===== config.mk =====
export PLATFORM = sky130hd
export DESIGN_NAME = dfc_ctrl_top
export DESIGN_NICKNAME = d
export VERILOG_FILES = /design/src/hw/dfc_gain_hyst.v /design/src/hw/dfc_ctrl_top.v
export VERILOG_INCLUDE_DIRS = /design/src /design/src/hw
export SDC_FILE = /design/constraint.sdc
export NUM_CORES = 1
export LEC_CHECK = 0
export BUFFER_PORTS_ARGS = -buffer_cell sky130_fd_sc_hd__buf_2
export CAP_MARGIN = 20
export CORE_MARGIN = 8
export CORE_UTILIZATION = 25
export DETAILED_ROUTE_END_ITERATION = 8
export MAX_ROUTING_LAYER = met4
export PLACE_DENSITY = 0.5
export SLEW_MARGIN = 25
export SYNTH_ARGS = -nofsm -noshare
export SYNTH_HDL_FRONTEND = slang
export SYNTH_HIERARCHICAL = 1
export SYNTH_SLANG_ARGS = --single-unit

===== constraint.sdc =====
create_clock -name clk_sys -period 4.14 [get_ports clk_sys]
set_input_delay 0.414 -clock clk_sys [delete_from_list [all_inputs] [get_ports clk_sys]]
set_output_delay 0.414 -clock clk_sys [all_outputs]
set_load 0.01 [all_outputs]

===== src/hw/dfc_ctrl_regs.vh =====
`ifndef DFC_CTRL_REGS_VH
`define DFC_CTRL_REGS_VH

// Subaddresses
`define DFC_SUB_SILICON_REV    8'h00
`define DFC_SUB_STEP_DELAY     8'h01
`define DFC_SUB_INPUT_CTRL     8'h02

// Reset values
`define DFC_STEP_DELAY_RESET   8'h07
`define DFC_INPUT_CTRL_RESET   8'h00

// Field positions, subaddress 00h
`define DFC_REV_MSB            7
`define DFC_REV_LSB            4

// Field positions, subaddress 01h
`define DFC_PWL_DISABLE_BIT    6
`define DFC_HYST_MSB           5
`define DFC_HYST_LSB           4
`define DFC_STEP_MSB           3
`define DFC_STEP_LSB           0

// Field positions, subaddress 02h
`define DFC_FES_MSB            7
`define DFC_FES_LSB            6
`define DFC_MODE_MSB           5
`define DFC_MODE_LSB           0

// Codes
`define DFC_STEP_FREEZE        4'hf
`define DFC_STEP_MAX_TAP       4'he
`define DFC_FES_AMP_ONLY       2'h2
`define DFC_FES_AMP_FILTER     2'h3
`define DFC_MODE_LAST_CVBS     6'h05

// Nominal luminance white level
`define DFC_WHITE_LEVEL        8'heb

`endif


===== src/hw/dfc_gain_hyst.v =====
`timescale 1ns/100ps
`default_nettype none

module dfc_gain_hyst #(
   parameter GAIN_W = 9
) (
   // Clock and reset
   input  wire              clk_sys,
   input  wire              rst_n,
   // Gain request
   input  wire [GAIN_W-1:0] gain_target,
   input  wire              gain_target_valid,
   input  wire [1:0]        hyst_sel,
   // Applied gain
   output reg  [GAIN_W-1:0] gain_out
);

   reg  [GAIN_W-1:0] diff;

   always @* begin
      if (gain_target > gain_out) begin
         diff = gain_target - gain_out;
      end else begin
         diff = gain_out - gain_target;
      end
   end

   // Small wobble in the loop is swallowed, so the gain does not dither
   always @(posedge clk_sys or negedge rst_n) begin
      if (!rst_n) begin
         gain_out <= {GAIN_W{1'b0}};
      end else if (gain_target_valid && (diff > {{(GAIN_W-2){1'b0}}, hyst_sel})) begin
         gain_out <= gain_target; // [RL7]
      end
   end

endmodule

`default_nettype wire


===== src/hw/dfc_ctrl_top.v =====
`timescale 1ns/100ps
`default_nettype none
`include "dfc_ctrl_regs.vh"

// Summary of operation
// RL1: Host writes zero to unused bits.
// RL2: Subaddress 00h upper nibble shows revision, read-only.
// RL3: Step delay aligns horizontal timing to converter.
// RL4: Delay code 1111 freezes, 1110 min, 0000 max.
// RL5: Host should program delay code 0111 only.
// RL6: Bit 6 low limits luma above white.
// RL7: Bits 5:4 set gain hysteresis zero to three.
// RL8: Host avoids noise reduction with limiting on.
// RL9: Bits 7:6 select amplifier and anti-alias filter.
// RL10: Modes 0 to 5 pick composite inputs.
// RL11: Registers hold writes, read back stored value.
module dfc_ctrl_top #(
   parameter [6:0] DEV_ADDR     = 7'h21,
   parameter [3:0] SILICON_REV  = 4'h1,
   parameter       GAIN_W       = 9
) (
   // Clock and reset
   input  wire              clk_sys,
   input  wire              rst_n,
   // Two-wire serial bus
   input  wire              scl_in,
   input  wire              sda_in,
   output wire              sda_out,
   output wire              sda_oe,
   // Horizontal step timing
   input  wire              h_step_in,
   output reg               h_step_out,
   // Luminance path
   input  wire [7:0]        luma_in,
   input  wire              luma_valid,
   output reg  [7:0]        luma_out,
   output reg               white_limit_active,
   // Gain loop
   input  wire [GAIN_W-1:0] gain_target,
   input  wire              gain_target_valid,
   output wire [GAIN_W-1:0] gain_out,
   // Analog front end
   output reg               amp_enable,
   output reg               alias_filter_enable,
   output reg               agc_enable,
   output reg  [5:0]        analog_input_sel
);

   // Bus states
   localparam [6:0] ST_IDLE = 7'h01;
   localparam [6:0] ST_ADDR = 7'h02;
   localparam [6:0] ST_SUB  = 7'h04;
   localparam [6:0] ST_WR   = 7'h08;
   localparam [6:0] ST_RD   = 7'h10;
   localparam [6:0] ST_SKIP = 7'h20;
   localparam [6:0] ST_HOLD = 7'h40;

   reg  [6:0]  state_reg;
   reg  [3:0]  bit_cnt_reg;
   reg  [7:0]  shift_reg;
   reg  [7:0]  tx_reg;
   reg  [7:0]  sub_ptr_reg;
   reg         rw_reg;
   reg         ack_drv_reg;
   reg         nack_reg;
   reg  [7:0]  step_delay_reg;
   reg  [7:0]  input_ctrl_reg;
   reg         scl_s1;
   reg         scl_s2;
   reg         scl_d;
   reg         sda_s1;
   reg         sda_s2;
   reg         sda_d;
   reg  [14:0] step_line_reg;

   wire        scl_rise;
   wire        scl_fall;
   wire        bus_start;
   wire        bus_stop;
   wire [3:0]  step_code;
   wire [1:0]  fes_code;
   wire [5:0]  mode_code;
   wire [7:0]  luma_excess;

   function [7:0] read_mux;
      input [7:0] sub;
      begin
         case (sub)
            `DFC_SUB_SILICON_REV: read_mux = {SILICON_REV, 4'h0}; // [RL2]
            `DFC_SUB_STEP_DELAY:  read_mux = step_delay_reg; // [RL11]
            `DFC_SUB_INPUT_CTRL:  read_mux = input_ctrl_reg; // [RL11]
            default:              read_mux = 8'h00;
         endcase
      end
   endfunction

   // Pins are asynchronous to clk_sys
   always @(posedge clk_sys or negedge rst_n) begin
      if (!rst_n) begin
         scl_s1 <= 1'b1;
         scl_s2 <= 1'b1;
         scl_d  <= 1'b1;
         sda_s1 <= 1'b1;
         sda_s2 <= 1'b1;
         sda_d  <= 1'b1;
      end else begin
         scl_s1 <= scl_in;
         scl_s2 <= scl_s1;
         scl_d  <= scl_s2;
         sda_s1 <= sda_in;
         sda_s2 <= sda_s1;
         sda_d  <= sda_s2;
      end
   end

   assign scl_rise  = scl_s2 & ~scl_d;
   assign scl_fall  = ~scl_s2 & scl_d;
   assign bus_start = scl_s2 & scl_d & sda_d & ~sda_s2;
   assign bus_stop  = scl_s2 & scl_d & ~sda_d & sda_s2;

   // Open drain: only ever pull low
   assign sda_out = 1'b0;
   // Last read bit stands until SCL falls; an early release would look like a STOP
   assign sda_oe  = ack_drv_reg | ((state_reg == ST_RD) && (bit_cnt_reg < 4'd9) && !tx_reg[7]);

   always @(posedge clk_sys or negedge rst_n) begin
      if (!rst_n) begin
         state_reg      <= ST_IDLE;
         bit_cnt_reg    <= 4'h0;
         shift_reg      <= 8'h00;
         tx_reg         <= 8'hff;
         sub_ptr_reg    <= 8'h00;
         rw_reg         <= 1'b0;
         ack_drv_reg    <= 1'b0;
         nack_reg       <= 1'b0;
         step_delay_reg <= `DFC_STEP_DELAY_RESET;
         input_ctrl_reg <= `DFC_INPUT_CTRL_RESET;
      end else if (bus_start) begin
         state_reg   <= ST_ADDR;
         bit_cnt_reg <= 4'h0;
         ack_drv_reg <= 1'b0;
         tx_reg      <= 8'hff;
      end else if (bus_stop) begin
         state_reg   <= ST_IDLE;
         ack_drv_reg <= 1'b0;
         tx_reg      <= 8'hff;
      end else if (scl_rise && !(state_reg == ST_IDLE)) begin
         if (bit_cnt_reg < 4'd8) begin
            shift_reg   <= {shift_reg[6:0], sda_s2};
            bit_cnt_reg <= bit_cnt_reg + 4'd1;
         end else if (bit_cnt_reg == 4'd8) begin
            nack_reg    <= sda_s2;
            bit_cnt_reg <= 4'd9;
         end
      end else if (scl_fall) begin
         case (state_reg)
            ST_IDLE: begin
               ack_drv_reg <= 1'b0;
            end
            ST_ADDR, ST_SUB, ST_WR: begin
               if (bit_cnt_reg == 4'd8) begin
                  ack_drv_reg <= 1'b1;
                  if (state_reg == ST_ADDR) begin
                     rw_reg <= shift_reg[0];
                     if (shift_reg[7:1] != DEV_ADDR) begin
                        ack_drv_reg <= 1'b0;
                        state_reg   <= ST_SKIP;
                     end
                  end else if (state_reg == ST_SUB) begin
                     sub_ptr_reg <= shift_reg;
                  end else begin
                     // Unmapped and read-only subaddresses drop the data
                     if (sub_ptr_reg == `DFC_SUB_STEP_DELAY) begin
                        step_delay_reg <= shift_reg; // [RL11]
                     end
                     if (sub_ptr_reg == `DFC_SUB_INPUT_CTRL) begin
                        input_ctrl_reg <= shift_reg; // [RL11]
                     end
                     sub_ptr_reg <= sub_ptr_reg + 8'd1;
                  end
               end else if (bit_cnt_reg == 4'd9) begin
                  ack_drv_reg <= 1'b0;
                  bit_cnt_reg <= 4'h0;
                  if (state_reg == ST_ADDR) begin
                     if (rw_reg) begin
                        state_reg <= ST_RD;
                        tx_reg    <= read_mux(sub_ptr_reg);
                     end else begin
                        state_reg <= ST_SUB;
                     end
                  end else begin
                     state_reg <= ST_WR;
                  end
               end
            end
            ST_RD: begin
               if ((bit_cnt_reg > 4'd0) && (bit_cnt_reg < 4'd8)) begin
                  tx_reg <= {tx_reg[6:0], 1'b1};
               end else if (bit_cnt_reg == 4'd8) begin
                  tx_reg      <= 8'hff;
                  sub_ptr_reg <= sub_ptr_reg + 8'd1;
               end else if (bit_cnt_reg == 4'd9) begin
                  bit_cnt_reg <= 4'h0;
                  if (nack_reg) begin
                     state_reg <= ST_HOLD;
                  end else begin
                     tx_reg <= read_mux(sub_ptr_reg);
                  end
               end
            end
            ST_SKIP, ST_HOLD: begin
               ack_drv_reg <= 1'b0;
            end
            default: begin
               state_reg <= ST_IDLE;
            end
         endcase
      end
   end

   assign step_code   = step_delay_reg[`DFC_STEP_MSB:`DFC_STEP_LSB];
   assign fes_code    = input_ctrl_reg[`DFC_FES_MSB:`DFC_FES_LSB];
   assign mode_code   = input_ctrl_reg[`DFC_MODE_MSB:`DFC_MODE_LSB];
   assign luma_excess = luma_in - `DFC_WHITE_LEVEL;

   // Delay is 16 minus code cycles; a tap line avoids a counter per pulse
   always @(posedge clk_sys or negedge rst_n) begin
      if (!rst_n) begin
         step_line_reg <= 15'h0000;
         h_step_out    <= 1'b0;
      end else begin
         step_line_reg <= {step_line_reg[13:0], h_step_in}; // [RL3]
         if (step_code == `DFC_STEP_FREEZE) begin
            h_step_out <= 1'b0; // [RL4]
         end else begin
            h_step_out <= step_line_reg[`DFC_STEP_MAX_TAP - step_code]; // [RL4]
         end
      end
   end

   // Excess above white is halved rather than clipped, keeping some detail
   always @(posedge clk_sys or negedge rst_n) begin
      if (!rst_n) begin
         luma_out           <= 8'h00;
         white_limit_active <= 1'b0;
      end else if (luma_valid) begin
         if (!step_delay_reg[`DFC_PWL_DISABLE_BIT] && (luma_in > `DFC_WHITE_LEVEL)) begin
            luma_out           <= `DFC_WHITE_LEVEL + {1'b0, luma_excess[7:1]}; // [RL6]
            white_limit_active <= 1'b1;
         end else begin
            luma_out           <= luma_in; // [RL6]
            white_limit_active <= 1'b0;
         end
      end
   end

   // Code 01 is undefined; treated as full bypass
   always @(posedge clk_sys or negedge rst_n) begin
      if (!rst_n) begin
         amp_enable          <= 1'b0;
         alias_filter_enable <= 1'b0;
         agc_enable          <= 1'b0;
         analog_input_sel    <= 6'h00;
      end else begin
         amp_enable          <= (fes_code == `DFC_FES_AMP_ONLY) ||
                                (fes_code == `DFC_FES_AMP_FILTER); // [RL9]
         alias_filter_enable <= (fes_code == `DFC_FES_AMP_FILTER); // [RL9]
         if (mode_code <= `DFC_MODE_LAST_CVBS) begin
            analog_input_sel <= 6'h01 << mode_code[2:0]; // [RL10]
            agc_enable       <= 1'b1; // [RL10]
         end else begin
            analog_input_sel <= 6'h00;
            agc_enable       <= 1'b0;
         end
      end
   end

   dfc_gain_hyst #(
      .GAIN_W (GAIN_W)
   ) u_gain_hyst (
      .clk_sys           (clk_sys),
      .rst_n             (rst_n),
      .gain_target       (gain_target),
      .gain_target_valid (gain_target_valid),
      .hyst_sel          (step_delay_reg[`DFC_HYST_MSB:`DFC_HYST_LSB]),
      .gain_out          (gain_out)
   );

endmodule

`default_nettype wire


==> impl_results.md, run 1 <==
- Status: completed
- Mapped Nets: 620
- Clock skew: 0.007053 ns
- CP max FO: 5
- Clock transition at the registers of the reported paths: about 0.07 ns
- Synthesized area: around 6000 sq um
- Comb power frac: 24.6%
- CP startpoint kind: register
- Internal: 1.926 mW
- Largest register FFs: 15
- Antenna violations before repair: 0
- Final worst path period need: 3.795 ns
- Synthesis-to-layout area growth: 15.74%
- Final Hold Vio Count: 0
- CTS tree: built
- Post-Synth Simple-Gate Area: 14.07%
- DRC violations left: 0
- Async set-reset flop share out of synthesis: between 90% and 100%
- Fmax: roughly 260 MHz
- Slew headroom: 51.98%
- Max clock buf depth: 2
- Slew @ Worst Pin: about 0.72 ns
- Synth Area in Compound Gates: 17.20%
- 1st-iter DRT viols: 297
- Worst hold path class: input pin to async pin
- Reg2reg setup slack: 0.35 ns
- Critical-path top delay cell: a2111o_1
- Gpl congestion: 0.8654
- Sw Share: 32.24%
- Final WL: 14100 um
- Setup Viol. Count Final: 0
- Leakage: 3.042 nW
- RSZ-0062 raised after global routing: false
- Detail Placement HPWL: a little over 10000 um
- PD cells: 409.7 nW/um^2
- Clock Sinks: 103
- CP peak stage delay: 0.48 ns
- Antenna Nets Post-Route: 0
- Total Routing Usage GR: 10.32%
- Wirelength per Cell: roughly 15 um
- Post-Synth Adder-Cell Area: 6.722%
- Post-synth top area share: a little over a third
- Fillers: 2462
- Worst-path cell chain: inv_1, ha_1, a2111o_1, o2111ai_2, nand2_1, mux2_2, ha_1, nor2b_1, a2bb2oi_1, a2111oi_2, o311ai_1, nor4_2, a311oi_2, buf_4, mux2i_1
- Root Buffer: clkbuf_16
- Sequential Area: 2600 sq um
- Worst reg2reg path depth: 15
- Critical Path End Type: register
- Post-CTS Setup Repair Bufs: 0
- Mux contribution to synthesized area: 11.04%
- Area leader, netlist: dfrtp_1
- Vias in the first global route: 4457
- Vias: 4425
- Antenna diode count: 0
- Multi-input gate area: around 3100 sq um
- DR vias/cell: between 4 and 5
- Setup Crit Path Kind: register to register
- Number of synthesized flops with an enable pin: 0
- TritonCTS buffer count: 9
- Largest family of logic cells by synthesized area: compound AO/OA/AOI/OAI gates
- Most used cell, CP: ha_1
- Cells after Synth: 565
- Clock Power Share: 31.1%
- Final Power: ~2.8 mW
- Worst-skew pair later-pin latency: 0.36 ns
- Die area: 29180 sq um
- Stages on worst setup path: 15
- Nets: between 600 and 700
- Share of layout cells above drive strength 1: approximately a quarter
- Ys Warns: 6
- Family with the most delay on the worst path: compound AO/OA/AOI/OAI gates
- Max cap viols: 0
- H-tree depth: 3
- Psw: 0.9165 mW
- First-pass GRT wire length: roughly 23000 um
- Core area: around 23000 sq um
- Drt first pass iters: 4
- VDD IR max: between 0.0002 and 0.00025 V
- Post-synthesis xor/xnor area fraction: 2.338%
- Ys flop type: dfrtp_1
- Number of top-level pins: 54
- Slew Viols, Final: 0
- FP Rows: 56
- Final design utilization: 29.55%
- Yosys reg bits: approximately 100
- Post-CTS Hold Buffers: 0
- Sequential Power Share: 44.4%
- TNS Setup: 0 ns
- Die height: 170.8 um
- Distinct cell type count after synthesis: between 80 and 90
- Sequential area share after synthesis: 43.38%
- Worst EP required: 4.38 ns
- Die width: 170.8 um
- Buffers and inverters on the worst path: 2
- Port Buffers: 52
- Crit path DAT: 4.03 ns
- Ranking of synthesized cells by area: dfrtp_1, dfstp_2, mux2_2, ha_1, a21oi_1
- Starting Density: about a quarter
- Tcrit/Tclk final: between 90% and 100%
- Largest net degree at the start of global routing: 75
- Total gr overflow: 0
- Synth Area per Inst: roughly 11 sq um
==> worst register-to-register path, delay by kind of cell (launching register included) <==
kind                     cells  cell delay [ns]
AO/OA/AOI/OAI                6             1.44
adder cells (fa/ha/maj)      2             0.56
buffers and inverters        2             0.28
flip-flops                   1             0.37
multiplexers                 2             0.43
AND/OR/NAND/NOR              3             0.60
==> worst paths after layout <==
| path | from | endpoint |
|---|---|---|
| max reg2reg | u_gain_hyst/gain_out[5]$_DFFE_PN0P_ | u_gain_hyst/gain_out[3]$_DFFE_PN0P_ |
| max in group asynchronous | rst_n | step_delay_reg[0]$_DFFE_PN1P_ |
| min reg2reg | sda_s1$_DFF_PN1_ | sda_s2$_DFF_PN1_ |
| min in group clk_sys | scl_in | scl_s1$_DFF_PN1_ |
| min | rst_n | luma_out[0]$_DFFE_PN0P_ |
| max | u_gain_hyst/gain_out[5]$_DFFE_PN0P_ | u_gain_hyst/gain_out[3]$_DFFE_PN0P_ |
==> cells by family (layout without fill, tap and decap cells) <==
kind of cell             after synthesis  count (layout)
XOR/XNOR                              16              16
buffers and inverters                 63             120
multiplexers                          57              57
other                                  1               1
flip-flops                           103             103
adder cells (fa/ha/maj)               31              31
AND/OR/NAND/NOR                      149             149
AO/OA/AOI/OAI                        145             145
==> power groups by stage <==
| stage | Combinational [mW] | Clock [mW] | Sequential, mW |
|---|---|---|---|
| floorplan | 0.560 | 0 | 1.21 |
| global placement | 0.698 | 0 | 1.28 |
| detailed placement | 0.694 | 0 | 1.28 |
| CTS | 0.698 | 0.926 | 1.27 |
| global route | 0.789 | 0.956 | 1.29 |
| finish | 0.699 | 0.883 | 1.26 |
==> stage by stage <==
step | cell area, sq um | hold WS [ns] | setup WS [ns] | cells
2_1_floorplan | 5993 | 0.1184 | 0.3327 | 565
3_3_place_gp | 6595 | 0.3464 | 0.09783 | 925
3_5_place_dp | 6595 | 0.3475 | -0.05121 | 925
4_1_cts | 6910 | 0.1452 | 0.1231 | 941
5_1_grt | 6937 | 0.1474 | 0.008864 | 941
6_report | 6937 | 0.06495 | 0.3454 | 941
==> routing by layer <==
layer | vias up | global-route usage, % | routed length, um
met1 | 2148 | 12.92 | 6660
met3 | 19 | 1.982 | 615
met2 | 76 | 16.15 | 6544
met4 | 0 | 4.310 | 280
li1 | 2182 | - | -
met5 | - | - | 0
==> cell usage in the layout (no fill, tap or decap), drive strengths merged, types with 5 or more instances in the layout <==
cell type / n
inv: 39
a22oi: 9
clkbuf: 13
o211ai: 14
nand2: 29
nand4: 6
nor2: 38
ha: 29
mux2: 40
nand3: 20
xor2: 9
o21ai: 27
xnor2: 7
nor4: 7
mux2i: 14
a21oi: 31
buf: 65
dfrtp: 85
o22ai: 7
dfstp: 18
a31oi: 6
nand2b: 8
and3: 5
==> cell type report <==
type                    instances  share of cell area, %
clock buffers                  13                  4.221
clock inverters                 3                 0.3247
inverters                      39                  2.110
multi-input cells             399                  44.86
flip-flops and latches        103                  37.48
well taps                     319                  5.754
repair buffers                 65                  5.249
==> synth_stat cells, drive strengths merged, types with 4 or more instances <==
cell type	instances
o22ai	7
clkbuf	10
dfstp	18
o211ai	14
ha	29
and2	4
xnor2	7
a211oi	4
xor2	9
nor4	7
nor2	38
o221ai	4
a22oi	9
nand2	29
and3	5
buf	14
a31oi	6
dfrtp	85
or3	4
mux2	40
nand4	6
a21oi	31
nand2b	8
nor2b	4
o31ai	4
mux2i	14
inv	39
nand3	20
o21ai	27
==> what timing repair did <==
item / CTS / global route
setup endpoints to repair: 0 / 9
endpoints found under the hold margin: 0 / 0
gates resized for setup: 0 / 5
Power figures use the tool's default switching activity.
==> inputs of run 2 (changes only) <==
--- a/config.mk
+++ b/config.mk
@@ -10,6 +10,7 @@
 export CAP_MARGIN = 20
 export CORE_MARGIN = 8
 export CORE_UTILIZATION = 25
+export CTS_BUF_LIST = sky130_fd_sc_hd__clkbuf_8
 export DETAILED_ROUTE_END_ITERATION = 8
 export MAX_ROUTING_LAYER = met4
 export PLACE_DENSITY = 0.5
==> run 2 against run 1 <==
Effect of this change:
- clock-buffer cell count fell by 3
- total power fell by 5.9%
- first-iteration DRC count rose by 6.4%
- non-clock buffer count did not move
- clock skew rose by 0.0011 ns
==> impl_results.md, run 2 (synthesized netlist as in run 1, its figures left out) <==
- Family with the most delay on the worst path: compound AO/OA/AOI/OAI gates
- 1st-iter DRT viols: 316 (+6.4%)
- First-pass GRT wire length: 23460 um (-0.11%)
- Die area: 29180 sq um (unchanged)
- Final worst path period need: 3.810 ns (+0.01499 ns)
- Antenna violations before repair: 0 (unchanged)
- Worst-skew pair later-pin latency: 0.39 ns (+0.03 ns)
- Largest register FFs: 15 (unchanged)
- Slew headroom: 51.56% (-0.41 points)
- Buffers and inverters on the worst path: 2 (unchanged)
- DR vias/cell: 4.704 (about the same)
- Slew Viols, Final: 0 (unchanged)
- Clock Sinks: 103 (unchanged)
- Most used cell, CP: ha_1
- Final WL: 14110 um (about the same)
- Wirelength per Cell: 14.99 um (about the same)
- Drt first pass iters: 4 (unchanged)
- Synthesis-to-layout area growth: 14.22%
- Most common cell after layout, fill and taps aside: dfrtp_1
- Fmax: 262.5 MHz (-0.39%)
- Post-CTS Hold Buffers: 0 (unchanged)
- Root Buffer: clkbuf_8
- Max cap viols: 0 (unchanged)
- Max clock buf depth: 2 (unchanged)
- Antenna Nets Post-Route: 0 (unchanged)
- Critical-path top delay cell: a2111o_1
- Leakage: 3.003 nW (-1.3%)
- CTS tree: built
- Largest net degree at the start of global routing: 75 (unchanged)
- Final design utilization: 29.16% (-0.39 points)
- Antenna diode count: 0 (unchanged)
- Final Hold Vio Count: 0 (unchanged)
- FP Rows: 56 (unchanged)
- DRC violations left: 0 (unchanged)
- Die width: 170.8 um (unchanged)
- Total Routing Usage GR: 10.33% (about the same)
- Post-CTS Setup Repair Bufs: 0 (unchanged)
- VDD IR max: 0.0001841 V (-16%)
- Fin area: 6845 sq um (-1.3%)
- Worst EP required: 4.45 ns (+0.07 ns)
- Detail Placement HPWL: 10380 um (unchanged)
- Worst hold path class: input pin to async pin
- Nets: 672 (unchanged)
- TritonCTS buffer count: 9 (unchanged)
- Fillers: 2475 (+0.53%)
- TNS Setup: 0 ns (unchanged)
- CP peak stage delay: 0.48 ns (about the same)
- Clock skew: 0.008196 ns (+0.001142 ns)
- CP max FO: 5 (unchanged)
- Most frequent cells in the layout: dfrtp_1, buf_2, mux2_2
- Worst-path cell chain: inv_1, ha_1, a2111o_1, o2111ai_2, nand2_1, mux2_2, ha_1, nor2b_1, a2bb2oi_1, a2111oi_2, o311ai_1, nor4_2, a311oi_2, buf_4, mux2i_1
- Vias in the first global route: 4454 (-0.067%)
- Status: completed
- Final Power: 2.674 mW (-5.9%)
- Core area: 23470 sq um (unchanged)
- Post-CTS sizing: 0 (unchanged)
- PD cells: 390.6 nW/um^2 (-4.7%)
- Vias: 4426 (+0.023%)
- Number of top-level pins: 54 (unchanged)
- Gpl congestion: 0.8654 (unchanged)
- Share of layout cells above drive strength 1: 26.69% (unchanged)
- H-tree depth: 3 (unchanged)
- Placed Area: 6595 sq um (unchanged)
- Setup Viol. Count Final: 0 (unchanged)
- Critical Path End Type: register
- CP startpoint kind: register
- Total gr overflow: 0 (unchanged)
- RSZ-0062 raised after global routing: false
- Crit path DAT: 4.12 ns (+0.09 ns)
- Port Buffers: 52 (unchanged)
- Setup Crit Path Kind: register to register
- Starting Density: 25.53% (unchanged)
- Slew @ Worst Pin: 0.7266 ns (+0.006205 ns)
- Die height: 170.8 um (unchanged)
- Clock transition at the registers of the reported paths: 0.10 ns (+0.03 ns)
- Tcrit/Tclk final: 92.02% (+0.36 points)
==> run 2: report_power, final <==
| part | internal (mW) | switching, mW |
|---|---|---|
| registers | 1.11 | 0.150 |
| logic | 0.314 | 0.384 |
| clock network | 0.356 | 0.358 |
| total | 1.78 | 0.892 |
==> run 2: worst reg2reg max path: cells and delay by family (launching register included) <==
kind | cells | cell delay (ns)
adder cells (fa/ha/maj) | 2 | 0.56
AND/OR/NAND/NOR | 3 | 0.60
multiplexers | 2 | 0.47
buffers and inverters | 2 | 0.28
AO/OA/AOI/OAI | 6 | 1.44
flip-flops | 1 | 0.38
==> run 2: area by class of cell <==
class | count | area, sq um | share of cell area, %
Clock buffer | 10 | 137.6 | 2.011
Inverter | 39 | 146.4 | 2.139
Timing Repair Buffer | 65 | 364.1 | 5.319
Multi-Input combinational cell | 399 | 3112 | 45.46
Sequential cell | 103 | 2600 | 37.98
Clock inverter | 6 | 86.33 | 1.261
Tap cell | 319 | 399.1 | 5.831
==> run 2: path summary, 6_finish.rpt <==
check,to,startpoint,slack (ns),cells after the start
worst max register to register,u_gain_hyst/gain_out[3]$_DFFE_PN0P_,u_gain_hyst/gain_out[5]$_DFFE_PN0P_,0.33,15
worst min register to register,sda_s2$_DFF_PN1_,sda_s1$_DFF_PN1_,0.36,0
max in group asynchronous,step_delay_reg[0]$_DFFE_PN1P_,rst_n,3.17,2
min in group clk_sys,scl_s1$_DFF_PN1_,scl_in,0.13,1
worst max-delay path,u_gain_hyst/gain_out[3]$_DFFE_PN0P_,u_gain_hyst/gain_out[5]$_DFFE_PN0P_,0.33,15
worst min-delay path,luma_out[0]$_DFFE_PN0P_,rst_n,0.03,1
==> run 2: per-layer routing <==
metal  GRT usage (%)  wire length [um]  vias to the layer above  part of all wire (%)
li1                -                 -                     2185                     -
met1           12.93              6624                     2144                    47
met2           16.12              6546                       80                    46
met3           2.259               671                       17                   4.8
met4           3.970               263                        0                   1.9
met5               -                 0                        -                     0
==> run 2: per-stage QoR <==
step                      hold WS, ns  cells  worst slack, ns
after floorplan                0.1184    565           0.3327
after global placement         0.3464    925          0.09783
after detailed placement       0.3475    925         -0.05121
after CTS                     0.09463    941           0.1186
after global routing          0.09522    941         0.001408
final                         0.02566    941           0.3305
